[src/include/lfs_pkg.sv]
/*
 * constants, register map and state type of the lamp fault supervisor.
 * assumes one 40 MHz system clock and a synchronous active-low reset.
 */
// Operation
// - overcurrent at maximum frequency stops at once
// - overvoltage starts timer, discharges loop cap next cycle
// - extra overvoltage past activation delay stops
// - hard switching in ignition/burn starts timer
// - overtemp with low gate high: standby until release
// - timer faults qualified by activation delay first
// - timer runs eight charges and seven discharges
// - timeout goes to stop or auto-restart
// - fault gone past release delay resets timer
// - shorted timing cap holds maximum frequency
// - fault and preheat timers share timing cap
// - pfc clamp and low feedback enable brownout help
// - brownout feedback level starts fault timer
package lfs_pkg;

    // ----------------------------------------------------------------
    // timing
    // ----------------------------------------------------------------
    localparam int CLK_MHZ = 40;
    localparam int FAULT_ACT_NS = 1000;
    localparam int FAULT_REL_NS = 2000;
    localparam int RESTART_NS = 10000;
    localparam int FAULT_ACT_CYC = (FAULT_ACT_NS * CLK_MHZ + 999) / 1000;
    localparam int FAULT_REL_CYC = (FAULT_REL_NS * CLK_MHZ + 999) / 1000;
    localparam int RESTART_CYC = (RESTART_NS * CLK_MHZ + 999) / 1000;
    localparam int QUAL_CW = 8;
    localparam int RESTART_CW = 12;

    // ----------------------------------------------------------------
    // fault timer
    // ----------------------------------------------------------------
    localparam logic [3:0] LAST_PHASE = 4'hE;
    localparam logic [1:0] MAX_IGN_TRIES = 2'h2;

    // ----------------------------------------------------------------
    // comparator vector positions
    // ----------------------------------------------------------------
    localparam int NCMP = 12;
    localparam int C_OC = 0;
    localparam int C_OV = 1;
    localparam int C_OVX = 2;
    localparam int C_HS = 3;
    localparam int C_OT_TRIP = 4;
    localparam int C_OT_REL = 5;
    localparam int C_CAP_HI = 6;
    localparam int C_CAP_LO = 7;
    localparam int C_CAP_SHORT = 8;
    localparam int C_PFC_CLAMP = 9;
    localparam int C_PFC_LOW = 10;
    localparam int C_PFC_BO = 11;

    // qualified faults: 0..2 timed, 3 extra overvoltage
    localparam int NQ = 4;
    localparam int Q_OV = 0;
    localparam int Q_HS = 1;
    localparam int Q_BO = 2;
    localparam int Q_OVX = 3;

    // ----------------------------------------------------------------
    // lamp phase codes
    // ----------------------------------------------------------------
    localparam logic [1:0] PHASE_PREHEAT = 2'h0;
    localparam logic [1:0] PHASE_IGN = 2'h1;
    localparam logic [1:0] PHASE_BURN = 2'h2;

    // ----------------------------------------------------------------
    // registers
    // ----------------------------------------------------------------
    localparam logic [3:0] REG_CTRL = 4'h0;
    localparam logic [3:0] REG_CMD = 4'h4;
    localparam logic [3:0] REG_STATUS = 4'h8;
    localparam logic [3:0] REG_IGN = 4'hC;
    localparam int CTRL_RESTART_EN = 0;
    localparam int CMD_CLEAR = 0;
    localparam logic CTRL_RESET = 1'h1;

    typedef enum logic [1:0] {
        SUP_RUN,
        SUP_STANDBY,
        SUP_STOP,
        SUP_RESTART
    } lfs_sup_t;

endpackage

[src/core/lfs_qual.sv]
/*
 * activation/release delay filter for one synchronised fault level.
 * assumes its input is already on the system clock.
 */
`timescale 1ns/1ps
module lfs_qual #(
    parameter int ACT_CYC = 40,
    parameter int REL_CYC = 80,
    parameter int CW = 8
) (
    // clock and reset
    input wire logic ref_clk_in,
    input wire logic reset_n_in,
    // fault level
    input wire logic fault_in,
    output logic qual_out
);
    import lfs_pkg::*;

    logic [CW-1:0] cnt;

    // ----------------------------------------------------------------
    // delay filter
    // ----------------------------------------------------------------
    always_ff @(posedge ref_clk_in) begin
        if (!reset_n_in) begin
            qual_out <= 1'b0;
            cnt <= '0;
        end else if (fault_in == qual_out) begin
            cnt <= '0;
        end else if (fault_in && cnt >= CW'(ACT_CYC - 1)) begin
            qual_out <= 1'b1;
            cnt <= '0;
        end else if (!fault_in && cnt >= CW'(REL_CYC - 1)) begin
            qual_out <= 1'b0;
            cnt <= '0;
        end else begin
            cnt <= cnt + 1'b1;
        end
    end

    property p_qual_rise;
        @(posedge ref_clk_in) disable iff (!reset_n_in)
        $rose(qual_out) |-> $past(fault_in);
    endproperty
    a_qual_rise: assert property (p_qual_rise)
        else $error("qualified fault rose without fault");

endmodule

[src/core/lfs_supervisor.sv]
/*
 * lamp fault supervisor: comparator sync, stop/standby decisions,
 * fault timer on the shared timing cap, wishbone register slave.
 * assumes comparators are asynchronous levels and that phase,
 * gate and cycle-start inputs come from logic on the same clock.
 */
`timescale 1ns/1ps
module lfs_supervisor #(
    parameter int ACT_CYC = lfs_pkg::FAULT_ACT_CYC,
    parameter int REL_CYC = lfs_pkg::FAULT_REL_CYC,
    parameter int RESTART_CYC = lfs_pkg::RESTART_CYC
) (
    // clock and reset
    input wire logic ref_clk_in,
    input wire logic reset_n_in,
    // wishbone slave
    input wire logic wb_cyc_in,
    input wire logic wb_stb_in,
    input wire logic wb_we_in,
    input wire logic [3:0] wb_adr_in,
    input wire logic [3:0] wb_sel_in,
    input wire logic [31:0] wb_dat_in,
    output logic [31:0] wb_dat_out,
    output logic wb_ack_out,
    // comparators (asynchronous)
    input wire logic lamp_current_sense_oc_in,
    input wire logic lamp_voltage_sense_ov_in,
    input wire logic lamp_voltage_sense_ovx_in,
    input wire logic hard_switch_in,
    input wire logic overtemp_trip_level_in,
    input wire logic overtemp_release_level_in,
    input wire logic timing_cap_pin_high_in,
    input wire logic timing_cap_pin_low_in,
    input wire logic timing_cap_pin_short_in,
    input wire logic pfc_error_amp_out_clamp_in,
    input wire logic pfc_feedback_low_in,
    input wire logic pfc_feedback_bo_in,
    // same-clock controller signals
    input wire logic [1:0] lamp_phase_in,
    input wire logic max_switch_freq_in,
    input wire logic low_side_gate_in,
    input wire logic cycle_start_in,
    input wire logic preheat_charge_in,
    // analog requests and state
    output logic timing_cap_charge_out,
    output logic timed_fault_out,
    output logic current_loop_cap_dch_out,
    output logic max_switch_freq_hold_out,
    output logic brownout_comp_out,
    output logic stop_out,
    output logic standby_out,
    output logic auto_restart_out
);
    import lfs_pkg::*;

    logic [NCMP-1:0] cmp_m;
    logic [NCMP-1:0] cmp_s;
    logic cap_hi_d;
    logic cap_lo_d;
    logic [NQ-1:0] q_raw;
    logic [NQ-1:0] qual;
    logic timer_run;
    logic [1:0] timer_src;
    logic [3:0] phase_cnt;
    logic charging;
    logic timeout;
    logic cap_hi_rise;
    logic cap_lo_rise;
    logic ov_pending;
    logic hard_stop;
    logic ovx_d;
    lfs_sup_t state;
    lfs_sup_t next_state;
    logic [RESTART_CW-1:0] restart_cnt;
    logic [1:0] ign_tries;
    logic [1:0] phase_d;
    logic restart_en;
    logic clear_cmd;
    logic wb_hit;

    function automatic logic [1:0] first_set(input logic [2:0] v);
        first_set = v[0] ? 2'h0 : (v[1] ? 2'h1 : 2'h2);
    endfunction

    // ----------------------------------------------------------------
    // comparator synchroniser
    // ----------------------------------------------------------------
    always_ff @(posedge ref_clk_in) begin
        if (!reset_n_in) begin
            cmp_m <= '0;
            cmp_s <= '0;
        end else begin
            cmp_m <= {pfc_feedback_bo_in, pfc_feedback_low_in,
                      pfc_error_amp_out_clamp_in, timing_cap_pin_short_in,
                      timing_cap_pin_low_in, timing_cap_pin_high_in,
                      overtemp_release_level_in, overtemp_trip_level_in,
                      hard_switch_in, lamp_voltage_sense_ovx_in,
                      lamp_voltage_sense_ov_in,
                      lamp_current_sense_oc_in};
            cmp_s <= cmp_m;
        end
    end

    always_ff @(posedge ref_clk_in) begin
        if (!reset_n_in) begin
            cap_hi_d <= 1'b0;
            cap_lo_d <= 1'b0;
        end else begin
            cap_hi_d <= cmp_s[C_CAP_HI];
            cap_lo_d <= cmp_s[C_CAP_LO];
        end
    end

    assign cap_hi_rise = cmp_s[C_CAP_HI] && !cap_hi_d;
    assign cap_lo_rise = cmp_s[C_CAP_LO] && !cap_lo_d;

    // ----------------------------------------------------------------
    // fault qualification
    // ----------------------------------------------------------------
    assign q_raw[Q_OV] = cmp_s[C_OV];
    assign q_raw[Q_HS] = cmp_s[C_HS] && (lamp_phase_in == PHASE_IGN ||
                         lamp_phase_in == PHASE_BURN);
    assign q_raw[Q_BO] = cmp_s[C_PFC_BO];
    assign q_raw[Q_OVX] = cmp_s[C_OVX];

    genvar gi;
    generate
        for (gi = 0; gi < NQ; gi++) begin : g_qual
            lfs_qual #(
                .ACT_CYC(ACT_CYC),
                .REL_CYC(REL_CYC),
                .CW(QUAL_CW)
            ) u_qual (
                .ref_clk_in(ref_clk_in),
                .reset_n_in(reset_n_in),
                .fault_in(q_raw[gi]),
                .qual_out(qual[gi])
            );
        end
    endgenerate

    // ----------------------------------------------------------------
    // fault timer
    // ----------------------------------------------------------------
    assign timeout = timer_run && charging && cap_hi_rise &&
                     phase_cnt == LAST_PHASE;

    always_ff @(posedge ref_clk_in) begin
        if (!reset_n_in) begin
            timer_run <= 1'b0;
            timer_src <= 2'h0;
        end else if (state != SUP_RUN || timeout) begin
            timer_run <= 1'b0;
        end else if (!timer_run && |qual[Q_BO:Q_OV]) begin
            timer_run <= 1'b1;
            timer_src <= first_set(qual[Q_BO:Q_OV]);
        end else if (timer_run && !qual[timer_src]) begin
            timer_run <= 1'b0;
        end
    end

    always_ff @(posedge ref_clk_in) begin
        if (!reset_n_in) begin
            phase_cnt <= 4'h0;
            charging <= 1'b1;
        end else if (!timer_run || timeout) begin
            phase_cnt <= 4'h0;
            charging <= 1'b1;
        end else if (charging && cap_hi_rise) begin
            phase_cnt <= phase_cnt + 4'h1;
            charging <= 1'b0;
        end else if (!charging && cap_lo_rise) begin
            phase_cnt <= phase_cnt + 4'h1;
            charging <= 1'b1;
        end
    end

    always_ff @(posedge ref_clk_in) begin
        if (!reset_n_in) begin
            timing_cap_charge_out <= 1'b0;
            timed_fault_out <= 1'b0;
        end else begin
            timing_cap_charge_out <= timer_run ? charging
                                     : preheat_charge_in;
            timed_fault_out <= timer_run;
        end
    end

    // ----------------------------------------------------------------
    // frequency and power requests
    // ----------------------------------------------------------------
    always_ff @(posedge ref_clk_in) begin
        if (!reset_n_in) begin
            ov_pending <= 1'b0;
            current_loop_cap_dch_out <= 1'b0;
        end else begin
            if (cycle_start_in) begin
                current_loop_cap_dch_out <= ov_pending;
                ov_pending <= cmp_s[C_OV];
            end else if (cmp_s[C_OV]) begin
                ov_pending <= 1'b1;
            end
        end
    end

    always_ff @(posedge ref_clk_in) begin
        if (!reset_n_in) begin
            max_switch_freq_hold_out <= 1'b0;
            brownout_comp_out <= 1'b0;
        end else begin
            max_switch_freq_hold_out <= cmp_s[C_CAP_SHORT];
            brownout_comp_out <= cmp_s[C_PFC_CLAMP] &&
                                 cmp_s[C_PFC_LOW];
        end
    end

    // ----------------------------------------------------------------
    // ignition attempts
    // ----------------------------------------------------------------
    always_ff @(posedge ref_clk_in) begin
        if (!reset_n_in) begin
            phase_d <= PHASE_PREHEAT;
            ign_tries <= 2'h0;
        end else begin
            phase_d <= lamp_phase_in;
            if (clear_cmd) begin
                ign_tries <= 2'h0;
            end else if (lamp_phase_in == PHASE_IGN &&
                         phase_d != PHASE_IGN && ign_tries != 2'h3) begin
                ign_tries <= ign_tries + 2'h1;
            end
        end
    end

    // ----------------------------------------------------------------
    // supervisor state
    // ----------------------------------------------------------------
    // previous qualified extra overvoltage, for its rising edge
    always_ff @(posedge ref_clk_in) begin
        if (!reset_n_in) begin
            ovx_d <= 1'b0;
        end else begin
            ovx_d <= qual[Q_OVX];
        end
    end

    assign hard_stop = (cmp_s[C_OC] && max_switch_freq_in)
                       || (qual[Q_OVX] && !ovx_d);

    always_comb begin
        next_state = state;
        case (state)
            SUP_RUN: begin
                if (hard_stop) begin
                    next_state = SUP_STOP;
                end else if (timeout) begin
                    if (timer_src != 2'(Q_BO) && restart_en &&
                        lamp_phase_in == PHASE_IGN &&
                        ign_tries < MAX_IGN_TRIES) begin
                        next_state = SUP_RESTART;
                    end else begin
                        next_state = SUP_STOP;
                    end
                end else if (cmp_s[C_OT_TRIP] && low_side_gate_in) begin
                    next_state = SUP_STANDBY;
                end
            end
            SUP_STANDBY: begin
                if (cmp_s[C_OT_REL]) begin
                    next_state = SUP_RUN;
                end
            end
            SUP_STOP: begin
                if (clear_cmd) begin
                    next_state = SUP_RUN;
                end
            end
            SUP_RESTART: begin
                if (restart_cnt == RESTART_CW'(RESTART_CYC - 1)) begin
                    next_state = SUP_RUN;
                end
            end
            default: begin
                next_state = SUP_STOP;
            end
        endcase
    end

    always_ff @(posedge ref_clk_in) begin
        if (!reset_n_in) begin
            state <= SUP_RUN;
            restart_cnt <= '0;
        end else begin
            state <= next_state;
            if (state == SUP_RESTART) begin
                restart_cnt <= restart_cnt + 1'b1;
            end else begin
                restart_cnt <= '0;
            end
        end
    end

    always_ff @(posedge ref_clk_in) begin
        if (!reset_n_in) begin
            stop_out <= 1'b0;
            standby_out <= 1'b0;
            auto_restart_out <= 1'b0;
        end else begin
            stop_out <= next_state == SUP_STOP;
            standby_out <= next_state == SUP_STANDBY;
            auto_restart_out <= next_state == SUP_RESTART;
        end
    end

    // ----------------------------------------------------------------
    // wishbone registers
    // ----------------------------------------------------------------
    assign wb_hit = wb_cyc_in && wb_stb_in && !wb_ack_out;
    assign clear_cmd = wb_hit && wb_we_in && wb_adr_in == REG_CMD &&
                       wb_sel_in[0] && wb_dat_in[CMD_CLEAR];

    always_ff @(posedge ref_clk_in) begin
        if (!reset_n_in) begin
            wb_ack_out <= 1'b0;
            restart_en <= CTRL_RESET;
        end else begin
            wb_ack_out <= wb_hit;
            if (wb_hit && wb_we_in && wb_adr_in == REG_CTRL &&
                wb_sel_in[0]) begin
                restart_en <= wb_dat_in[CTRL_RESTART_EN];
            end
        end
    end

    always_ff @(posedge ref_clk_in) begin
        if (!reset_n_in) begin
            wb_dat_out <= 32'h0;
        end else if (wb_hit && !wb_we_in) begin
            case (wb_adr_in)
                REG_CTRL: wb_dat_out <= {31'h0, restart_en};
                REG_STATUS: wb_dat_out <= {19'h0, cmp_s[C_CAP_SHORT],
                    qual, phase_cnt, timer_run, charging, state};
                REG_IGN: wb_dat_out <= {30'h0, ign_tries};
                default: wb_dat_out <= 32'h0;
            endcase
        end else begin
            wb_dat_out <= 32'h0;
        end
    end

    // ----------------------------------------------------------------
    // checks
    // ----------------------------------------------------------------
    property p_oc_stop;
        @(posedge ref_clk_in) disable iff (!reset_n_in)
        (state == SUP_RUN && cmp_s[C_OC] && max_switch_freq_in)
            |=> (state == SUP_STOP && stop_out);
    endproperty
    a_oc_stop: assert property (p_oc_stop)
        else $error("overcurrent at max frequency did not stop");

    property p_ov_dch;
        @(posedge ref_clk_in) disable iff (!reset_n_in)
        (cycle_start_in && ov_pending) |=> current_loop_cap_dch_out;
    endproperty
    a_ov_dch: assert property (p_ov_dch)
        else $error("overvoltage discharge not requested");

    property p_ovx_stop;
        @(posedge ref_clk_in) disable iff (!reset_n_in)
        (state == SUP_RUN && $rose(qual[Q_OVX])) |=> state == SUP_STOP;
    endproperty
    a_ovx_stop: assert property (p_ovx_stop)
        else $error("extra overvoltage did not stop");

    property p_hs_gate;
        @(posedge ref_clk_in) disable iff (!reset_n_in)
        (lamp_phase_in == PHASE_PREHEAT) |-> !q_raw[Q_HS];
    endproperty
    a_hs_gate: assert property (p_hs_gate)
        else $error("hard switching counted outside ignition/burn");

    property p_standby_hold;
        @(posedge ref_clk_in) disable iff (!reset_n_in)
        (state == SUP_STANDBY && !cmp_s[C_OT_REL])
            |=> (state == SUP_STANDBY && standby_out);
    endproperty
    a_standby_hold: assert property (p_standby_hold)
        else $error("standby left before temperature release");

    property p_timer_start;
        @(posedge ref_clk_in) disable iff (!reset_n_in)
        $rose(timer_run) |-> $past(qual[Q_OV] | qual[Q_HS] | qual[Q_BO]);
    endproperty
    a_timer_start: assert property (p_timer_start)
        else $error("fault timer started without qualified fault");

    property p_timeout_exit;
        @(posedge ref_clk_in) disable iff (!reset_n_in)
        (state == SUP_RUN && timeout)
            |=> (state == SUP_STOP || state == SUP_RESTART) && !timer_run;
    endproperty
    a_timeout_exit: assert property (p_timeout_exit)
        else $error("fault timeout did not leave run");

    property p_phase_clear;
        @(posedge ref_clk_in) disable iff (!reset_n_in)
        !timer_run |=> phase_cnt == 4'h0 && charging;
    endproperty
    a_phase_clear: assert property (p_phase_clear)
        else $error("phase count not cleared while idle");

    property p_short_hold;
        @(posedge ref_clk_in) disable iff (!reset_n_in)
        cmp_s[C_CAP_SHORT] |=> max_switch_freq_hold_out;
    endproperty
    a_short_hold: assert property (p_short_hold)
        else $error("shorted timing cap did not hold max frequency");

    property p_brownout;
        @(posedge ref_clk_in) disable iff (!reset_n_in)
        (cmp_s[C_PFC_CLAMP] && cmp_s[C_PFC_LOW]) |=> brownout_comp_out;
    endproperty
    a_brownout: assert property (p_brownout)
        else $error("brownout compensation not enabled");

endmodule

[config.mk]
export PLATFORM = sky130hd
export DESIGN_NAME = lfs_supervisor
export DESIGN_NICKNAME = d
export VERILOG_FILES = /design/src/include/lfs_pkg.sv /design/src/core/lfs_qual.sv /design/src/core/lfs_supervisor.sv
export SDC_FILE = /design/constraint.sdc
export NUM_CORES = 1
export LEC_CHECK = 0
export BUFFER_PORTS_ARGS = -buffer_cell sky130_fd_sc_hd__buf_2
export CAP_MARGIN = 5
export CELL_PAD_IN_SITES_DETAIL_PLACEMENT = 0
export CELL_PAD_IN_SITES_GLOBAL_PLACEMENT = 2
export CORE_UTILIZATION = 29
export DETAILED_ROUTE_END_ITERATION = 7
export PLACE_DENSITY_LB_ADDON = 0.1
export SLEW_MARGIN = 40
export SYNTH_ARGS = -nofsm -noshare
export SYNTH_HDL_FRONTEND = slang
export SYNTH_SLANG_ARGS = --single-unit
[constraint.sdc]
create_clock -name ref_clk_in -period 1.7 [get_ports ref_clk_in]
set_input_delay 0.085 -clock ref_clk_in [delete_from_list [all_inputs] [get_ports ref_clk_in]]
set_output_delay 0.085 -clock ref_clk_in [all_outputs]
set_load 0.02 [all_outputs]
# Yosys cells after proc, flatten, opt, wreduce, memory -nomap -nowiden
# Index checks and enable logic that the tools add are counted.
# W data, S select, Z words.
# op_classes
n_addsub	7
n_mul	0
div_mod_pow	0
magnitude_cmp	10
n_eq_ne	20
n_shift	0
mux	30
bitwise_logic	6
n_reduce_logical	77
# ops
op	n
$pmux W13 S3	1
$logic_and A1 B1 Y1	36
$add A8 B1 Y8 const B	4
$ge A8 B6 Y1 const B	4
$ge A8 B7 Y1 const B	4
$mux W1	17
$mux W2	8
$reduce_bool A2 Y1	8
$reduce_or A4 Y1	4
$reduce_and A2 Y1	7
$add A12 B1 Y12 const B	1
$eq A12 B9 Y1 const B	1
$eq A4 B4 Y1 const B	3
$logic_not A1 Y1	12
$eq A2 B2 Y1 const B	5
$mux W4	2
$pmux W2 S4	1
$eq A2 B1 Y1 const B	3
$not A1 Y1	6
$reduce_or A2 Y1	3
$add A4 B1 Y4 const B	1
$eq A1 B1 Y1	4
$eq A4 B3 Y1 const B	1
$logic_not A4 Y1	1
9 further kinds	13
# totals
register_bits	132
latch_bits	0
ramBits	0
romBits	0
inputBits	63
output_inout_bits	41
n_memories	0

# Depth between registers and ports, before layout
# depth
word_depth	9
depth_mapped	7
mapped_depth_nobuf	7

# Hierarchy
# Synthesis repeated with hierarchy kept, for this count alone.
# unflattened
cells_unflattened	443
hier_area_um2	4386.7
# by_module_without_submodules
module	n_inst	cells_per_inst	area_per_inst_um2	seq_area_each_um2
lfs_supervisor	1	279	2815.2	1541.5
lfs_qual	4	41	392.9	180.2

# Worst setup path after synthesis
# OpenSTA, ideal clock, no wires.
# synth_path
kind	flip-flop to flip-flop
from	register g_qual[2].u_qual.cnt[0]
to	register g_qual[2].u_qual.cnt[2]
setup_time_ns	0.065
arrival_ns	1.770
required_ns	1.635
setup_slack_ns	-0.135
path_stages_with_launch	7
path_buffers	0
synth_period_minus_slack_ns	1.835
cell_sequence	dfxtp_1 > ha_1 > and3_4 > or3_1 > a211o_1 > a211o_1 > nor2_1
# synth_between
elab_chain_len	3
word_cells_on_any_way	6
classes_between	add/sub: 1; order compare: 2; reduce/logical: 3
# synth_lines
item	line	source
from (decl)	lfs_qual.sv:20	logic [CW-1:0] cnt;
from (signal assigned)	lfs_qual.sv:38	cnt <= cnt + 1'b1;
$ge A8 B7 Y1 / $ge A8 B6 Y1 (equally long branches)	lfs_qual.sv:34, lfs_qual.sv:31	
$logic_and A1 B1 Y1 (on tied branches)	lfs_qual.sv:34, lfs_qual.sv:31	
$reduce_or A4 Y1 (no line)	n/a	
# Parallel ways exist; a longest one is shown, timed or not.
# A chain may end at the register's enable or synchronous reset.

# Worst setup path after layout
# layout_path
from	register g_qual[2].u_qual.cnt[1]
to	register g_qual[2].u_qual.cnt[0]
# layout_between
elab_chain_len	3
word_cells_on_any_way	5
classes_between	order compare: 2; reduce/logical: 3
# layout_lines
item	line
$ge A8 B7 Y1 / $ge A8 B6 Y1 (equally long branches)	lfs_qual.sv:34, lfs_qual.sv:31
$logic_and A1 B1 Y1 (on tied branches)	lfs_qual.sv:34, lfs_qual.sv:31
$reduce_or A4 Y1 (no line) *	n/a
# Every way passes the cells marked *; elsewhere a longest branch is shown, timed or not.

==> run summary <==
Timing
* **Period minus WS final** 1.84 ns
* **post-layout worst setup margin** -0.138 ns
* **Final Hold Slack** -0.0108 ns
* **max-slew violation count** 0
* **Worst slew margin** 0.651
* **RSZ-0062 raised after global routing** true
* **max frequency** 0.544 GHz
* **Setup Skew** 0.0125 ns
* **Hold Violations, Final** 1
* **transition at the pin with the smallest max-transition slack** 0.523 ns
* **Tcrit/Tclk final** 1.08
* **final-report setup violation count** 22

Global routing
* **pin count of the biggest net entering global routing** 27
* **total grt overflow** 0
* **initial antenna violation count** 0
* **GRT Resource Usage Total** 0.128
* **wire length of the first global-routing pass** 14300 µm
* **via count of the first global-routing pass** 2948

Clock tree
* **Clock transition at path regs** 0.05 ns
* **H-tree depth** 4
* **CTS root buf** sky130_fd_sc_hd__clkbuf_16
* **clock insertion delay at the later pin of the skew report** 0.42 ns
* **Clock Sinks** 113
* **maximum root-to-sink buffer count** 2
* **TritonCTS clock tree** yes
* **cts bufs inserted** 17

Setup path
* **data required time at the worst endpoint** 2.04 ns
* **nature of the critical path startpoint** register
* **Crit. End Element** register
* **data arrival at the endpoint of the critical path** 2.18 ns
* **critical path peak fanout** 7
* **class of the most critical setup path** reg -> reg
* **worst reg-to-reg setup slack** -0.14 ns

Floorplan
* **Top-Level Pins** 104
* **number of placement rows** 44
* **DIE WIDTH** 123 µm
* **floorplan die height** 123 µm
* **initial standard-cell utilization of the core** 0.296
* **area of the die** 15200 µm²
* **area inside the core boundary** 14500 µm²

Power
* **worst vdd rail ir drop** 602 µV
* **Cell Pwr Density** 1080 nW/µm²
* **Seq pwr share** 0.425
* **Int Power** 5060 µW
* **combinational share of power** 0.046
* **P_leak** 0.00249 µW
* **part of the total power dissipated in the clock network** 0.529
* **switching power share of the total** 0.213
* **switching pwr** 1370 µW

Logic synthesis
* **FFs w/ async S/R, synth** 0
* **netlist area before placement** 4280 µm²
* **Post-synth EDFFs** 0
* **Cell variety after synth** 47
* **Top FF cell, synth** sky130_fd_sc_hd__dfxtp_1
* **register area share after synthesis** 0.529
* **count of warnings emitted by yosys** 0
* **post-synthesis sequential element count** 113
* **Syn Inst Count** 432
* **average instance area after synthesis** 9.91 µm²

Drt
* **Final Routed Wirelength** 9030 µm
* **via-per-instance ratio** 4.27
* **remaining antenna violation count** 0
* **detailed-route via count** 3230
* **Starting DRT DRC Count** 131
* **average routed wire per standard cell** 11.9 µm
* **total iterations of the first detailed-routing run** 4
* **post-detailed-route DRC marker count** 0

Outcome
* **outcome** finished with violations
* **violated checks** negative hold slack, negative setup slack

Placed design
* **Detail Placement HPWL** 6270 µm
* **routability-driven placement congestion ratio** 0.709
* **Buffers on Ports** 50

Finish
* **Layout area overhead** 39.5%
* **Layout Utilization** 0.412
* **ant diodes** 0
* **number of nets in the final layout** 631
* **ratio of cells with drive above 1 in the final layout** 0.304

Flow run
* **MaxCap Viol Count** 0

Hold path
* **type of the worst min-delay path** in -> reg

[sequential cells by signal (all words and copies together), names as in the netlist, 2 cells and up]
name,cells
g_qual.u_qual.cnt,32
cmp_s,12
wb_dat_out,13
phase_d,2
cmp_m,12
timer_src,2
g_qual.u_qual.qual_out,4
phase_cnt,4
ign_tries,2
state,2
restart_cnt,12
[worst max-delay path, stage by stage (launching register included)]
cell and delay (ns):
sky130_fd_sc_hd__dfxtp_2 0.33, sky130_fd_sc_hd__ha_4 0.15, sky130_fd_sc_hd__and3_4 0.17, sky130_fd_sc_hd__or3_4 0.36, sky130_fd_sc_hd__a211o_1 0.28, sky130_fd_sc_hd__a211o_4 0.37, sky130_fd_sc_hd__nor2_1 0.10
[metal layers]
metal | GRT usage | routed length, µm
met5 | 0 | 0
met3 | 0.0577 | 529
met1 | 0.168 | 4710
met2 | 0.178 | 3670
met4 | 0.0617 | 126
[path summary, 6_finish.rpt]
kind	startpoint	depth (start not counted)	end
worst min register to register	cmp_m[5]	1	cmp_s[5]
worst max register to register	g_qual[2].u_qual.cnt[1]	6	g_qual[2].u_qual.cnt[0]
worst min-delay path	preheat_charge_in	3	timing_cap_charge_out
worst max-delay path	g_qual[2].u_qual.cnt[1]	6	g_qual[2].u_qual.cnt[0]
[power by group through the flow]
stage	Clock, µW	Sequential, µW	Combinational, µW
floorplan	0	2790	185
global placement	0	2790	247
detailed placement	0	2790	250
CTS	3490	2730	291
global route	3630	2740	332
finish	3400	2730	297
[synth_stat cells (4+ instances only)]
master,instances,share of area
sky130_fd_sc_hd__buf_4,19,0.033
sky130_fd_sc_hd__nand2b_1,4,0.0058
sky130_fd_sc_hd__a21oi_1,8,0.0094
sky130_fd_sc_hd__dfxtp_1,113,0.53
sky130_fd_sc_hd__clkbuf_1,8,0.0070
sky130_fd_sc_hd__ha_1,9,0.026
sky130_fd_sc_hd__and2_1,37,0.054
sky130_fd_sc_hd__a211o_1,11,0.023
sky130_fd_sc_hd__o21ai_0,8,0.0094
sky130_fd_sc_hd__inv_1,16,0.014
sky130_fd_sc_hd__xor2_1,14,0.029
sky130_fd_sc_hd__mux2i_1,8,0.019
sky130_fd_sc_hd__nor2_1,61,0.054
sky130_fd_sc_hd__nand3_1,17,0.020
sky130_fd_sc_hd__and3_1,15,0.022
sky130_fd_sc_hd__nand2_1,8,0.0070
sky130_fd_sc_hd__nand3b_1,4,0.0070
sky130_fd_sc_hd__nor3_1,10,0.012
sky130_fd_sc_hd__xnor2_1,20,0.041
[area by class of cell]
class / instances / area (µm²)
clock inverters: 11 / 113
well taps: 184 / 230
flip-flops and latches: 113 / 2270
repair buffers: 115 / 788
fillers: 1442 / 8510
clock buffers: 21 / 460
inverters: 16 / 60.1
multi-input cells: 296 / 2050
[repair_timing]
action / CTS / global route
setup buffers: 2 / 4
endpoints found under the setup margin: 28 / 32
hold endpoints to repair: 19 / 0
gates resized for setup: 13 / 28
hold buffers: 20 / 0
pin swaps: 9 / 9
[cell families (layout without fill, tap and decap cells)]
logic type | count (synthesis) | count (layout) | share of synthesized area
adders and majority gates | 9 | 9 | 0.0263
DFF | 113 | 113 | 0.529
AOI/OAI and AO/OA | 41 | 41 | 0.0678
muxes | 10 | 10 | 0.0266
xor gates and xnor gates | 34 | 34 | 0.0696
and+or+nand+nor | 179 | 179 | 0.224
other | 1 | 23 | 0.000876
buffers and inverters | 45 | 163 | 0.0564
[cell usage in the layout, fill, tap and decap left out, drive strengths merged, types with 2 or more instances in the layout]
cell / count
nand3: 17
ha: 9
xor2: 14
dlygate4sd3: 20
mux2i: 8
xnor2: 20
inv: 16
a211o: 11
nor2b: 3
nand4b: 2
nand3b: 4
bufinv: 2
buf: 95
nand2b: 4
and3: 17
clkinvlp: 3
conb: 23
a211oi: 3
a21oi: 8
nor4: 3
clkbuf: 21
nor3b: 3
and2: 37
or4b: 2
or3: 3
nand4: 2
dfxtp: 113
nand2: 8
o21ai: 9
nor2: 61
a22o: 2
clkinv: 6
nor3: 10
[metrics by stage]
| stage | setup slack, ns | cells | area (µm²) | TNS, ns | total power (µW) |
|---|---|---|---|---|---|
| after floorplan | -0.0405 | 454 | 4390 | -0.350 | 2970 |
| after global placement | -0.106 | 698 | 4980 | -1.90 | 3030 |
| after detailed placement | -0.123 | 698 | 4980 | -2.70 | 3040 |
| after CTS | -0.127 | 752 | 5840 | -1.84 | 6520 |
| after global routing | -0.184 | 756 | 5970 | -3.37 | 6700 |
| final | -0.138 | 756 | 5970 | -1.93 | 6430 |
Note: power is estimated with default switching activity, not from simulation.
